## src/pfg_pkg.sv

```systemverilog
// Package for the PWM fault guard and software output override block.
package pfg_pkg;

  // ********************************************************************
  // Register word addresses (byte address is four times the index).
  // ********************************************************************
  localparam logic [3:0] IDX_FAULT_CTRL = 4'h4;
  localparam logic [3:0] IDX_FAULT_INPUT_ENABLE = 4'h5;
  localparam logic [3:0] IDX_FAULT_STATUS_FLAGS = 4'h6;
  localparam logic [3:0] IDX_FAULT_SAMPLE_COUNT = 4'h7;
  localparam logic [3:0] IDX_DISABLE_MAP_PAIR_A = 4'h8;
  localparam logic [3:0] IDX_DISABLE_MAP_PAIR_B = 4'h9;
  localparam logic [3:0] IDX_DISABLE_MAP_PAIR_C = 4'hA;
  localparam logic [3:0] IDX_SOFT_OVERRIDE_ENABLE = 4'hB;
  localparam logic [3:0] IDX_LOCK_MODE = 4'hC;
  localparam logic [3:0] IDX_SOFT_DRIVE_LEVEL = 4'hD;
  localparam logic [3:0] IDX_IRQ_STATUS = 4'hE;
  localparam logic [3:0] IDX_IRQ_MASK = 4'hF;

  // ********************************************************************
  // Field positions and reset values.
  // ********************************************************************
  localparam int LOCK_BIT = 0;
  localparam int COMPL_BIT = 1;
  localparam logic [7:0] RST_BYTE = 8'h00;

  // ********************************************************************
  // Sampling timing at 125 MHz bus clock, in bus cycles.
  // ********************************************************************
  localparam int FIRST_SAMPLE_CYC = 2;
  localparam int NEXT_SAMPLE_CYC = 4;
  localparam logic [3:0] SAMPLES_00 = 4'h1;
  localparam logic [3:0] SAMPLES_01 = 4'h5;
  localparam logic [3:0] SAMPLES_10 = 4'hA;
  localparam logic [3:0] SAMPLES_11 = 4'hF;

  typedef enum logic [1:0] {
    PFG_IDLE = 2'b00,
    PFG_WAIT = 2'b01,
    PFG_DONE = 2'b10
  } pfg_qual_e;

  typedef struct packed {
    logic [5:0] pwm_gen;
    logic [5:0] pwm_out;
  } pfg_pins_s;

endpackage

```

## src/pfg_fault_guard.sv

```systemverilog
// Fault qualification, disable mapping and software override of six PWM pins.
//
// Behaviour
// Fault input counts only when enabled.
// Flag sets after configured qualifying samples.
// Write one clears flag, zero keeps.
// Detection runs regardless of PWM enable.
// Clearing flag withdraws its interrupt request.
// First sample at two, then every four.
// Sample code selects 1,5,10,15 samples.
// Enabled fault disables mapped pins immediately.
// Protected registers ignore writes once locked.
// Each pin has own four-bit map.
// Map bit j is fault j; inactive.
// Override drives pin from level bit.
// Software keeps pair override bits equal.
// Independent override: level bit sets pin.
// Complementary odd pin complements even or off.
// Clear-select bit: manual or automatic clearing.
// Irq enable gates only the interrupt.
`timescale 1ns/1ps
module pfg_fault_guard #(
  parameter int NFAULT = 4,
  parameter int NPWM = 6
) (
  input wire logic core_clk,
  input wire logic reset,
  input wire logic [5:0] avs_address,
  input wire logic avs_read,
  input wire logic avs_write,
  input wire logic [31:0] avs_writedata,
  output logic [31:0] avs_readdata,
  output logic avs_waitrequest,
  input wire logic [3:0] fault_input,
  input wire pfg_pkg::pfg_pins_s pwm_pins_in,
  output pfg_pkg::pfg_pins_s pwm_pins_out,
  output logic [5:0] pin_disable,
  output logic irq
);
  import pfg_pkg::*;

  // The pin map and register packing are hard-wired, so other sizes are refused at elaboration.
  if (NFAULT != 4 || NPWM != 6) begin : g_bad_size
    $error("Only four faults and six pins are supported.");
  end

  // ********************************************************************
  // Bus slave.
  // ********************************************************************
  // One wait state per access keeps read data registered.
  logic ack_q;
  logic [3:0] idx;
  logic wr_hit;
  logic [7:0] wb;
  logic [7:0] fctl_q, fen_q, fault_filter_count_q, dma_q, dmb_q, dmc_q, ovr_q, lvl_q, mode_q, imask_q;
  logic [3:0] flag_q, flag_d, istat_q;
  logic locked;

  assign idx = avs_address[5:2];
  assign wb = avs_writedata[7:0];
  assign avs_waitrequest = (avs_read | avs_write) & ~ack_q;
  assign wr_hit = avs_write & ack_q;
  assign locked = mode_q[LOCK_BIT];

  always_ff @(posedge core_clk) begin
    if (reset) begin
      ack_q <= 1'b0;
    end else begin
      ack_q <= (avs_read | avs_write) & ~ack_q;
    end
  end

  always_ff @(posedge core_clk) begin
    if (reset) begin
      avs_readdata <= 32'h0000_0000;
    end else if (avs_read & ~ack_q) begin
      case (idx)
        IDX_FAULT_CTRL: avs_readdata <= {24'h000000, fctl_q};
        IDX_FAULT_INPUT_ENABLE: avs_readdata <= {24'h000000, fen_q};
        IDX_FAULT_STATUS_FLAGS: avs_readdata <= {24'h000000, 1'b0, flag_q[3], 1'b0, flag_q[2],
                                                 1'b0, flag_q[1], 1'b0, flag_q[0]};
        IDX_FAULT_SAMPLE_COUNT: avs_readdata <= {24'h000000, fault_filter_count_q};
        IDX_DISABLE_MAP_PAIR_A: avs_readdata <= {24'h000000, dma_q};
        IDX_DISABLE_MAP_PAIR_B: avs_readdata <= {24'h000000, dmb_q};
        IDX_DISABLE_MAP_PAIR_C: avs_readdata <= {24'h000000, dmc_q};
        IDX_SOFT_OVERRIDE_ENABLE: avs_readdata <= {24'h000000, ovr_q};
        IDX_LOCK_MODE: avs_readdata <= {24'h000000, mode_q};
        IDX_SOFT_DRIVE_LEVEL: avs_readdata <= {24'h000000, lvl_q};
        IDX_IRQ_STATUS: avs_readdata <= {28'h0000000, istat_q};
        IDX_IRQ_MASK: avs_readdata <= {24'h000000, imask_q};
        default: avs_readdata <= 32'h0000_0000;
      endcase
    end
  end

  // ********************************************************************
  // Configuration registers.
  // ********************************************************************
  // The lock bit is write-once: only reset clears it.
  always_ff @(posedge core_clk) begin
    if (reset) begin
      fctl_q <= RST_BYTE;
      fen_q <= RST_BYTE;
      fault_filter_count_q <= RST_BYTE;
      dma_q <= RST_BYTE;
      dmb_q <= RST_BYTE;
      dmc_q <= RST_BYTE;
      ovr_q <= RST_BYTE;
      lvl_q <= RST_BYTE;
      mode_q <= RST_BYTE;
      imask_q <= RST_BYTE;
    end else if (wr_hit) begin
      case (idx)
        IDX_FAULT_CTRL: fctl_q <= wb;
        IDX_FAULT_INPUT_ENABLE: if (!locked) fen_q <= {4'h0, wb[3:0]};
        IDX_FAULT_SAMPLE_COUNT: if (!locked) fault_filter_count_q <= wb;
        IDX_DISABLE_MAP_PAIR_A: if (!locked) dma_q <= wb;
        IDX_DISABLE_MAP_PAIR_B: if (!locked) dmb_q <= wb;
        IDX_DISABLE_MAP_PAIR_C: if (!locked) dmc_q <= wb;
        IDX_SOFT_OVERRIDE_ENABLE: ovr_q <= {2'b00, wb[5:0]};
        IDX_LOCK_MODE: mode_q <= {6'h00, wb[COMPL_BIT], wb[LOCK_BIT] | mode_q[LOCK_BIT]};
        IDX_SOFT_DRIVE_LEVEL: lvl_q <= {2'b00, wb[5:0]};
        IDX_IRQ_MASK: imask_q <= {4'h0, wb[3:0]};
        default: ;
      endcase
    end
  end

  // ********************************************************************
  // Fault qualification.
  // ********************************************************************
  logic [3:0] fin_q, qualified, fen;
  logic [2:0] tick_q [4];
  logic [3:0] cnt_q [4];
  logic [3:0] need [4];
  pfg_qual_e st_q [4];

  assign fen = fen_q[3:0];

  always_ff @(posedge core_clk) begin
    if (reset) begin
      fin_q <= 4'h0;
    end else begin
      fin_q <= fault_input;
    end
  end

  for (genvar f = 0; f < 4; f++) begin : g_qual
    always_comb begin
      case (fault_filter_count_q[2*f +: 2])
        2'b00: need[f] = SAMPLES_00;
        2'b01: need[f] = SAMPLES_01;
        2'b10: need[f] = SAMPLES_10;
        default: need[f] = SAMPLES_11;
      endcase
    end

    // A sample that sees the input low restarts the hunt, so all samples are consecutive.
    always_ff @(posedge core_clk) begin
      if (reset) begin
        st_q[f] <= PFG_IDLE;
        tick_q[f] <= 3'h0;
        cnt_q[f] <= 4'h0;
      end else if (!fen[f]) begin
        st_q[f] <= PFG_IDLE;
        tick_q[f] <= 3'h0;
        cnt_q[f] <= 4'h0;
      end else begin
        case (st_q[f])
          PFG_IDLE: begin
            if (fault_input[f] && !fin_q[f]) begin
              st_q[f] <= PFG_WAIT;
              tick_q[f] <= 3'(FIRST_SAMPLE_CYC - 1);
              cnt_q[f] <= 4'h0;
            end
          end
          PFG_WAIT: begin
            if (tick_q[f] != 3'h0) begin
              tick_q[f] <= tick_q[f] - 3'h1;
            end else if (!fault_input[f]) begin
              st_q[f] <= PFG_IDLE;
            end else if (cnt_q[f] + 4'h1 == need[f]) begin
              st_q[f] <= PFG_DONE;
            end else begin
              cnt_q[f] <= cnt_q[f] + 4'h1;
              tick_q[f] <= 3'(NEXT_SAMPLE_CYC - 1);
            end
          end
          PFG_DONE: begin
            if (!fault_input[f]) begin
              st_q[f] <= PFG_IDLE;
            end
          end
          default: st_q[f] <= PFG_IDLE;
        endcase
      end
    end

    // Gating by the enable as well means a disable in mid-count can never set a flag.
    assign qualified[f] = fen[f] && (st_q[f] == PFG_WAIT) && (tick_q[f] == 3'h0) && fault_input[f]
                          && (cnt_q[f] + 4'h1 == need[f]);
  end

  // ********************************************************************
  // Fault flags and interrupts.
  // ********************************************************************
  logic [3:0] clr, fault_clear_select, fault_irq_enable, auto_clr;
  assign fault_clear_select = {fctl_q[7], fctl_q[5], fctl_q[3], fctl_q[1]};
  assign fault_irq_enable = {fctl_q[6], fctl_q[4], fctl_q[2], fctl_q[0]};
  assign clr = (wr_hit && idx == IDX_FAULT_STATUS_FLAGS) ? {wb[6], wb[4], wb[2], wb[0]} : 4'h0;
  // Automatic mode drops the flag once the input has gone quiet.
  assign auto_clr = fault_clear_select & ~fault_input;

  always_comb begin
    flag_d = (flag_q & ~clr & ~auto_clr) | qualified;
  end

  always_ff @(posedge core_clk) begin
    if (reset) begin
      flag_q <= 4'h0;
    end else begin
      flag_q <= flag_d;
    end
  end

  logic [3:0] irq_clr;
  assign irq_clr = (wr_hit && idx == IDX_IRQ_STATUS) ? wb[3:0] : 4'h0;

  always_ff @(posedge core_clk) begin
    if (reset) begin
      istat_q <= 4'h0;
    end else begin
      istat_q <= (istat_q & ~irq_clr & ~clr) | (qualified & fault_irq_enable);
    end
  end

  assign irq = |(istat_q & imask_q[3:0] & flag_q);

  // ********************************************************************
  // Pin disable and software override.
  // ********************************************************************
  // The immediate path is combinational from the pin, so it does not wait for qualification.
  logic [3:0] active;
  logic [3:0] map [6];
  logic [5:0] drv;
  assign active = fen & (fault_input | flag_q);
  assign map[0] = dma_q[3:0];
  assign map[1] = dma_q[7:4];
  assign map[2] = dmb_q[3:0];
  assign map[3] = dmb_q[7:4];
  assign map[4] = dmc_q[3:0];
  assign map[5] = dmc_q[7:4];

  for (genvar p = 0; p < 6; p++) begin : g_pin
    assign pin_disable[p] = |(active & map[p]);
    if (p % 2 == 0) begin : g_even
      assign drv[p] = lvl_q[p];
    end else begin : g_odd
      assign drv[p] = mode_q[COMPL_BIT] ? (lvl_q[p] & ~lvl_q[p-1]) : lvl_q[p];
    end
  end

  always_comb begin
    pwm_pins_out.pwm_gen = pwm_pins_in.pwm_gen;
    for (int i = 0; i < 6; i++) begin
      pwm_pins_out.pwm_out[i] = pin_disable[i] ? 1'b0
                               : (ovr_q[i] ? drv[i] : pwm_pins_in.pwm_gen[i]);
    end
  end

  // ********************************************************************
  // Per-fault checks.
  // ********************************************************************
  // Each check runs on every fault input, so whichever input a test drives is covered.
  for (genvar f = 0; f < 4; f++) begin : g_fault_chk

  end

  // ********************************************************************
  // Per-pin checks.
  // ********************************************************************
  for (genvar p = 0; p < 6; p++) begin : g_pin_chk

    if (p % 2 == 1) begin : g_odd_chk

    end
  end
endmodule

```

## config.mk

```make
export PLATFORM = sky130hd
export DESIGN_NAME = pfg_fault_guard
export DESIGN_NICKNAME = d
export VERILOG_FILES = /design/src/pfg_pkg.sv /design/src/pfg_fault_guard.sv
export SDC_FILE = /design/constraint.sdc
export NUM_CORES = 1
export LEC_CHECK = 0
export ABC_CLOCK_PERIOD_IN_PS = 3800
export BUFFER_PORTS_ARGS = -buffer_cell sky130_fd_sc_hd__buf_2
export CAP_MARGIN = 10
export CORE_UTILIZATION = 53
export CTS_CLUSTER_SIZE = 28
export DETAILED_ROUTE_END_ITERATION = 8
export HOLD_SLACK_MARGIN = 0.12
export PLACE_DENSITY_LB_ADDON = 0.08
export SYNTH_ARGS = -nofsm -noshare
export SYNTH_HDL_FRONTEND = slang
export SYNTH_SLANG_ARGS = --single-unit
```

## constraint.sdc

```tcl
create_clock -name core_clk -period 3.8 [get_ports core_clk]
set_clock_uncertainty 0.15 [all_clocks]
set_input_delay 0.57 -clock core_clk [delete_from_list [all_inputs] [get_ports core_clk]]
set_output_delay 0.57 -clock core_clk [all_outputs]
set_load 0.1 [all_outputs]
```

==> flow_metrics.env <==
export IMPL_yosysWarnings=0
export IMPL_root_buffer="clkbuf_16"
export IMPL_tightest_slew_ns=0.817
export IMPL_cp_start_kind="flip-flop"
export IMPL_slew_violations=0
export IMPL_fill_cells=1090
export IMPL_totalWireLength_um=17000
export IMPL_hold_ws_ns=0.314
export IMPL_yosys_area_top_type="dfxtp_1"
export IMPL_required_ns=3.08
export IMPL_drcViolationCount=0
export IMPL_area_growth_pct=12.0
export IMPL_yosysSeqAreaShare_pct=41.5
export IMPL_cellLeakagePower_nw=2.89
export IMPL_cts_buffer_depth=2
export IMPL_die_w_um=114
export IMPL_htree_levels=4
export IMPL_ioPinCount=110
export IMPL_rsz0062_at_grt="false"
export IMPL_core_region_area_mm2=0.0121
export IMPL_peakVddDrop_mv=0.268
export IMPL_vias_per_cell=5.95
export IMPL_start_util_pct=54.6
export IMPL_final_cell_mix="dfxtp_1, nor2_1, mux2i_1, buf_2, edfxtp_1"
export IMPL_syn_area_mm2=0.00661
export IMPL_grt_pass1_wl_um=27500
export IMPL_grt_usage_pct=27.8
export IMPL_final_cells=926
export IMPL_ctsHoldBuffers=0
export IMPL_status="finished clean"
export IMPL_worstSkewPairLatency_ns=0.42
export IMPL_ys_flop_type="dfxtp_1"
export IMPL_power_density_mw_per_mm2=421
export IMPL_min_path_type="in -> reg"
export IMPL_synth_edff_count=36
export IMPL_syn_avg_cell_area_um2=9.29
export IMPL_clkTransAtPathRegs_ns=0.05
export IMPL_cts_buffers=17
export IMPL_fin_area_mm2=0.00740
export IMPL_vias=5511
export IMPL_synthTopCellsByArea="dfxtp_1, edfxtp_1, mux2i_1"
export IMPL_final_common_cell="dfxtp_1"
export IMPL_rows=40
export IMPL_cts_sinks=119
export IMPL_io_buffer_count=53
export IMPL_cts_tree="yes"
export IMPL_wl_per_cell_um=18.3
export IMPL_worstPathArrival_ns=2.08
export IMPL_placed_cells=894
export IMPL_ant_nets=0
export IMPL_crit_fanout=6
export IMPL_postPlaceCellArea_mm2=0.00686
export IMPL_first_iter_violations=554
export IMPL_drive_above_1_share_pct=14.1
export IMPL_place_ws_ns=1.01
export IMPL_grt_max_degree=87
export IMPL_maxCapViolCount=0
export IMPL_tns_ns=0
export IMPL_hold_viol_final=0
export IMPL_hpwl_um=12100
export IMPL_die_area_mm2=0.0129
export IMPL_grt_pass1_vias=5208
export IMPL_antenna_found_initial=0
export IMPL_setup_viol=0
export IMPL_ys_ff_latch=119
export IMPL_gp_congestion=0.835
export IMPL_num_antenna_cells=0
export IMPL_critical_path_class="reg -> out"
export IMPL_die_height_um=114
export IMPL_yosys_area_top_type_share_pct=25.1
export IMPL_setup_ws_ns=1.00
export IMPL_end_kind="output pin"
export IMPL_fmax_ghz=0.357
export IMPL_ys_async_sr_fraction_pct=0
export IMPL_timing_slew_headroom_pct=45.2
export IMPL_syn_inst=712
export IMPL_min_period_ns=2.80
export IMPL_postCtsResizedCells=0
export IMPL_first_pass_iters=5
export IMPL_cts_setup_buffers=0
export IMPL_grt_ovfl_total=0
export IMPL_yosysUniqueCellTypes=75
export IMPL_final_nets=815
export IMPL_period_share_pct=73.7
==> flip-flops by register name, summed over array words and instances (netlist names) <==
| name | cells |
|---|---|
| ack_q | 1 |
| avs_readdata | 8 |
| cnt_q | 16 |
| dma_q | 8 |
| dmb_q | 8 |
| dmc_q | 8 |
| fault_filter_count_q | 8 |
| fctl_q | 8 |
| fen_q | 4 |
| fin_q | 4 |
| flag_q | 4 |
| imask_q | 4 |
| istat_q | 4 |
| lvl_q | 6 |
| mode_q | 2 |
| ovr_q | 6 |
| st_q | 8 |
| tick_q | 12 |
==> area by class of cell <==
type	instances	area [µm²]	share of cell area, %
tap	168	210	2.84
inverter	26	97.6	1.32
sequential	119	2740	37.0
clock buffer	30	534	7.22
clock inverter	2	10.0	0.135
timing repair buffer	61	338	4.56
multi-input combinational	520	3470	46.9
==> final timing paths <==
kind	start	to	slack, ns	depth (start not counted)
max reg2reg	cnt_q[2][0]	cnt_q[2][3]	1.17	5
min	fault_input[0]	fin_q[0]	0.31	2
max	flag_q[3]	pwm_pins_out[1]	1.0	5
min reg2reg	avs_readdata[6]	avs_readdata[6]	0.32	2
==> synth_stat cells (all sizes together) (7+ instances only) <==
cell type  instances
a21oi             28
nor3              14
clkbuf            25
buf               45
inv               26
nor2              80
and3               9
xor2               8
dfxtp             83
a22oi             20
a31oi              9
o21ai             29
o22ai             11
ha                12
nand3             29
nand2b            13
nand4b             7
and4b              7
nand2             34
mux2i             62
nor3b             11
o211ai             8
nor2b             16
edfxtp            36
==> worst max-delay path, cell delays in order (launching register included) <==
cell and delay [ns]:
dfxtp_1 0.37, o21a_1 0.31, a22oi_1 0.22, nand2_1 0.18
a21oi_2 0.14, buf_2 0.44
==> routing by layer <==
metal  up-vias  wire length [µm]  global-route usage [%]
met5         -                 0                       0
met4         0               330                    11.3
met3        30               955                    5.63
met2       176              7920                    43.3
met1      2675              7770                    37.6
li1       2630                 -                       -
==> where the power goes <==
group,internal (mW),switching [mW],total (mW)
Combinational,0.0491,0.275,0.324
Sequential,1.31,0.00742,1.32
Clock,0.935,0.542,1.48
Total,2.29,0.824,3.12
==> cells by family (layout without fill, tap and decap cells) <==
family	count (synthesis)	in the layout	share of synthesized area [%]
fa+ha+maj	12	12	2.27
other cells	1	24	0.0567
compound gates	156	156	16.2
flops	119	119	41.5
simple gates	249	249	20.4
mux	65	65	10.1
xor+xnor	14	14	1.85
buf+inv	96	119	7.70
==> metrics by stage <==
| step | utilization [%] | power [mW] |
|---|---|---|
| after floorplan | - | 1.63 |
| after global routing | 61.1 | 3.20 |
| after CTS | 61.1 | 3.12 |
| final | 61.1 | 3.12 |
| after global placement | 56.6 | 1.66 |
| after detailed placement | 56.6 | 1.66 |
Note: power is estimated with default switching activity, not from simulation.
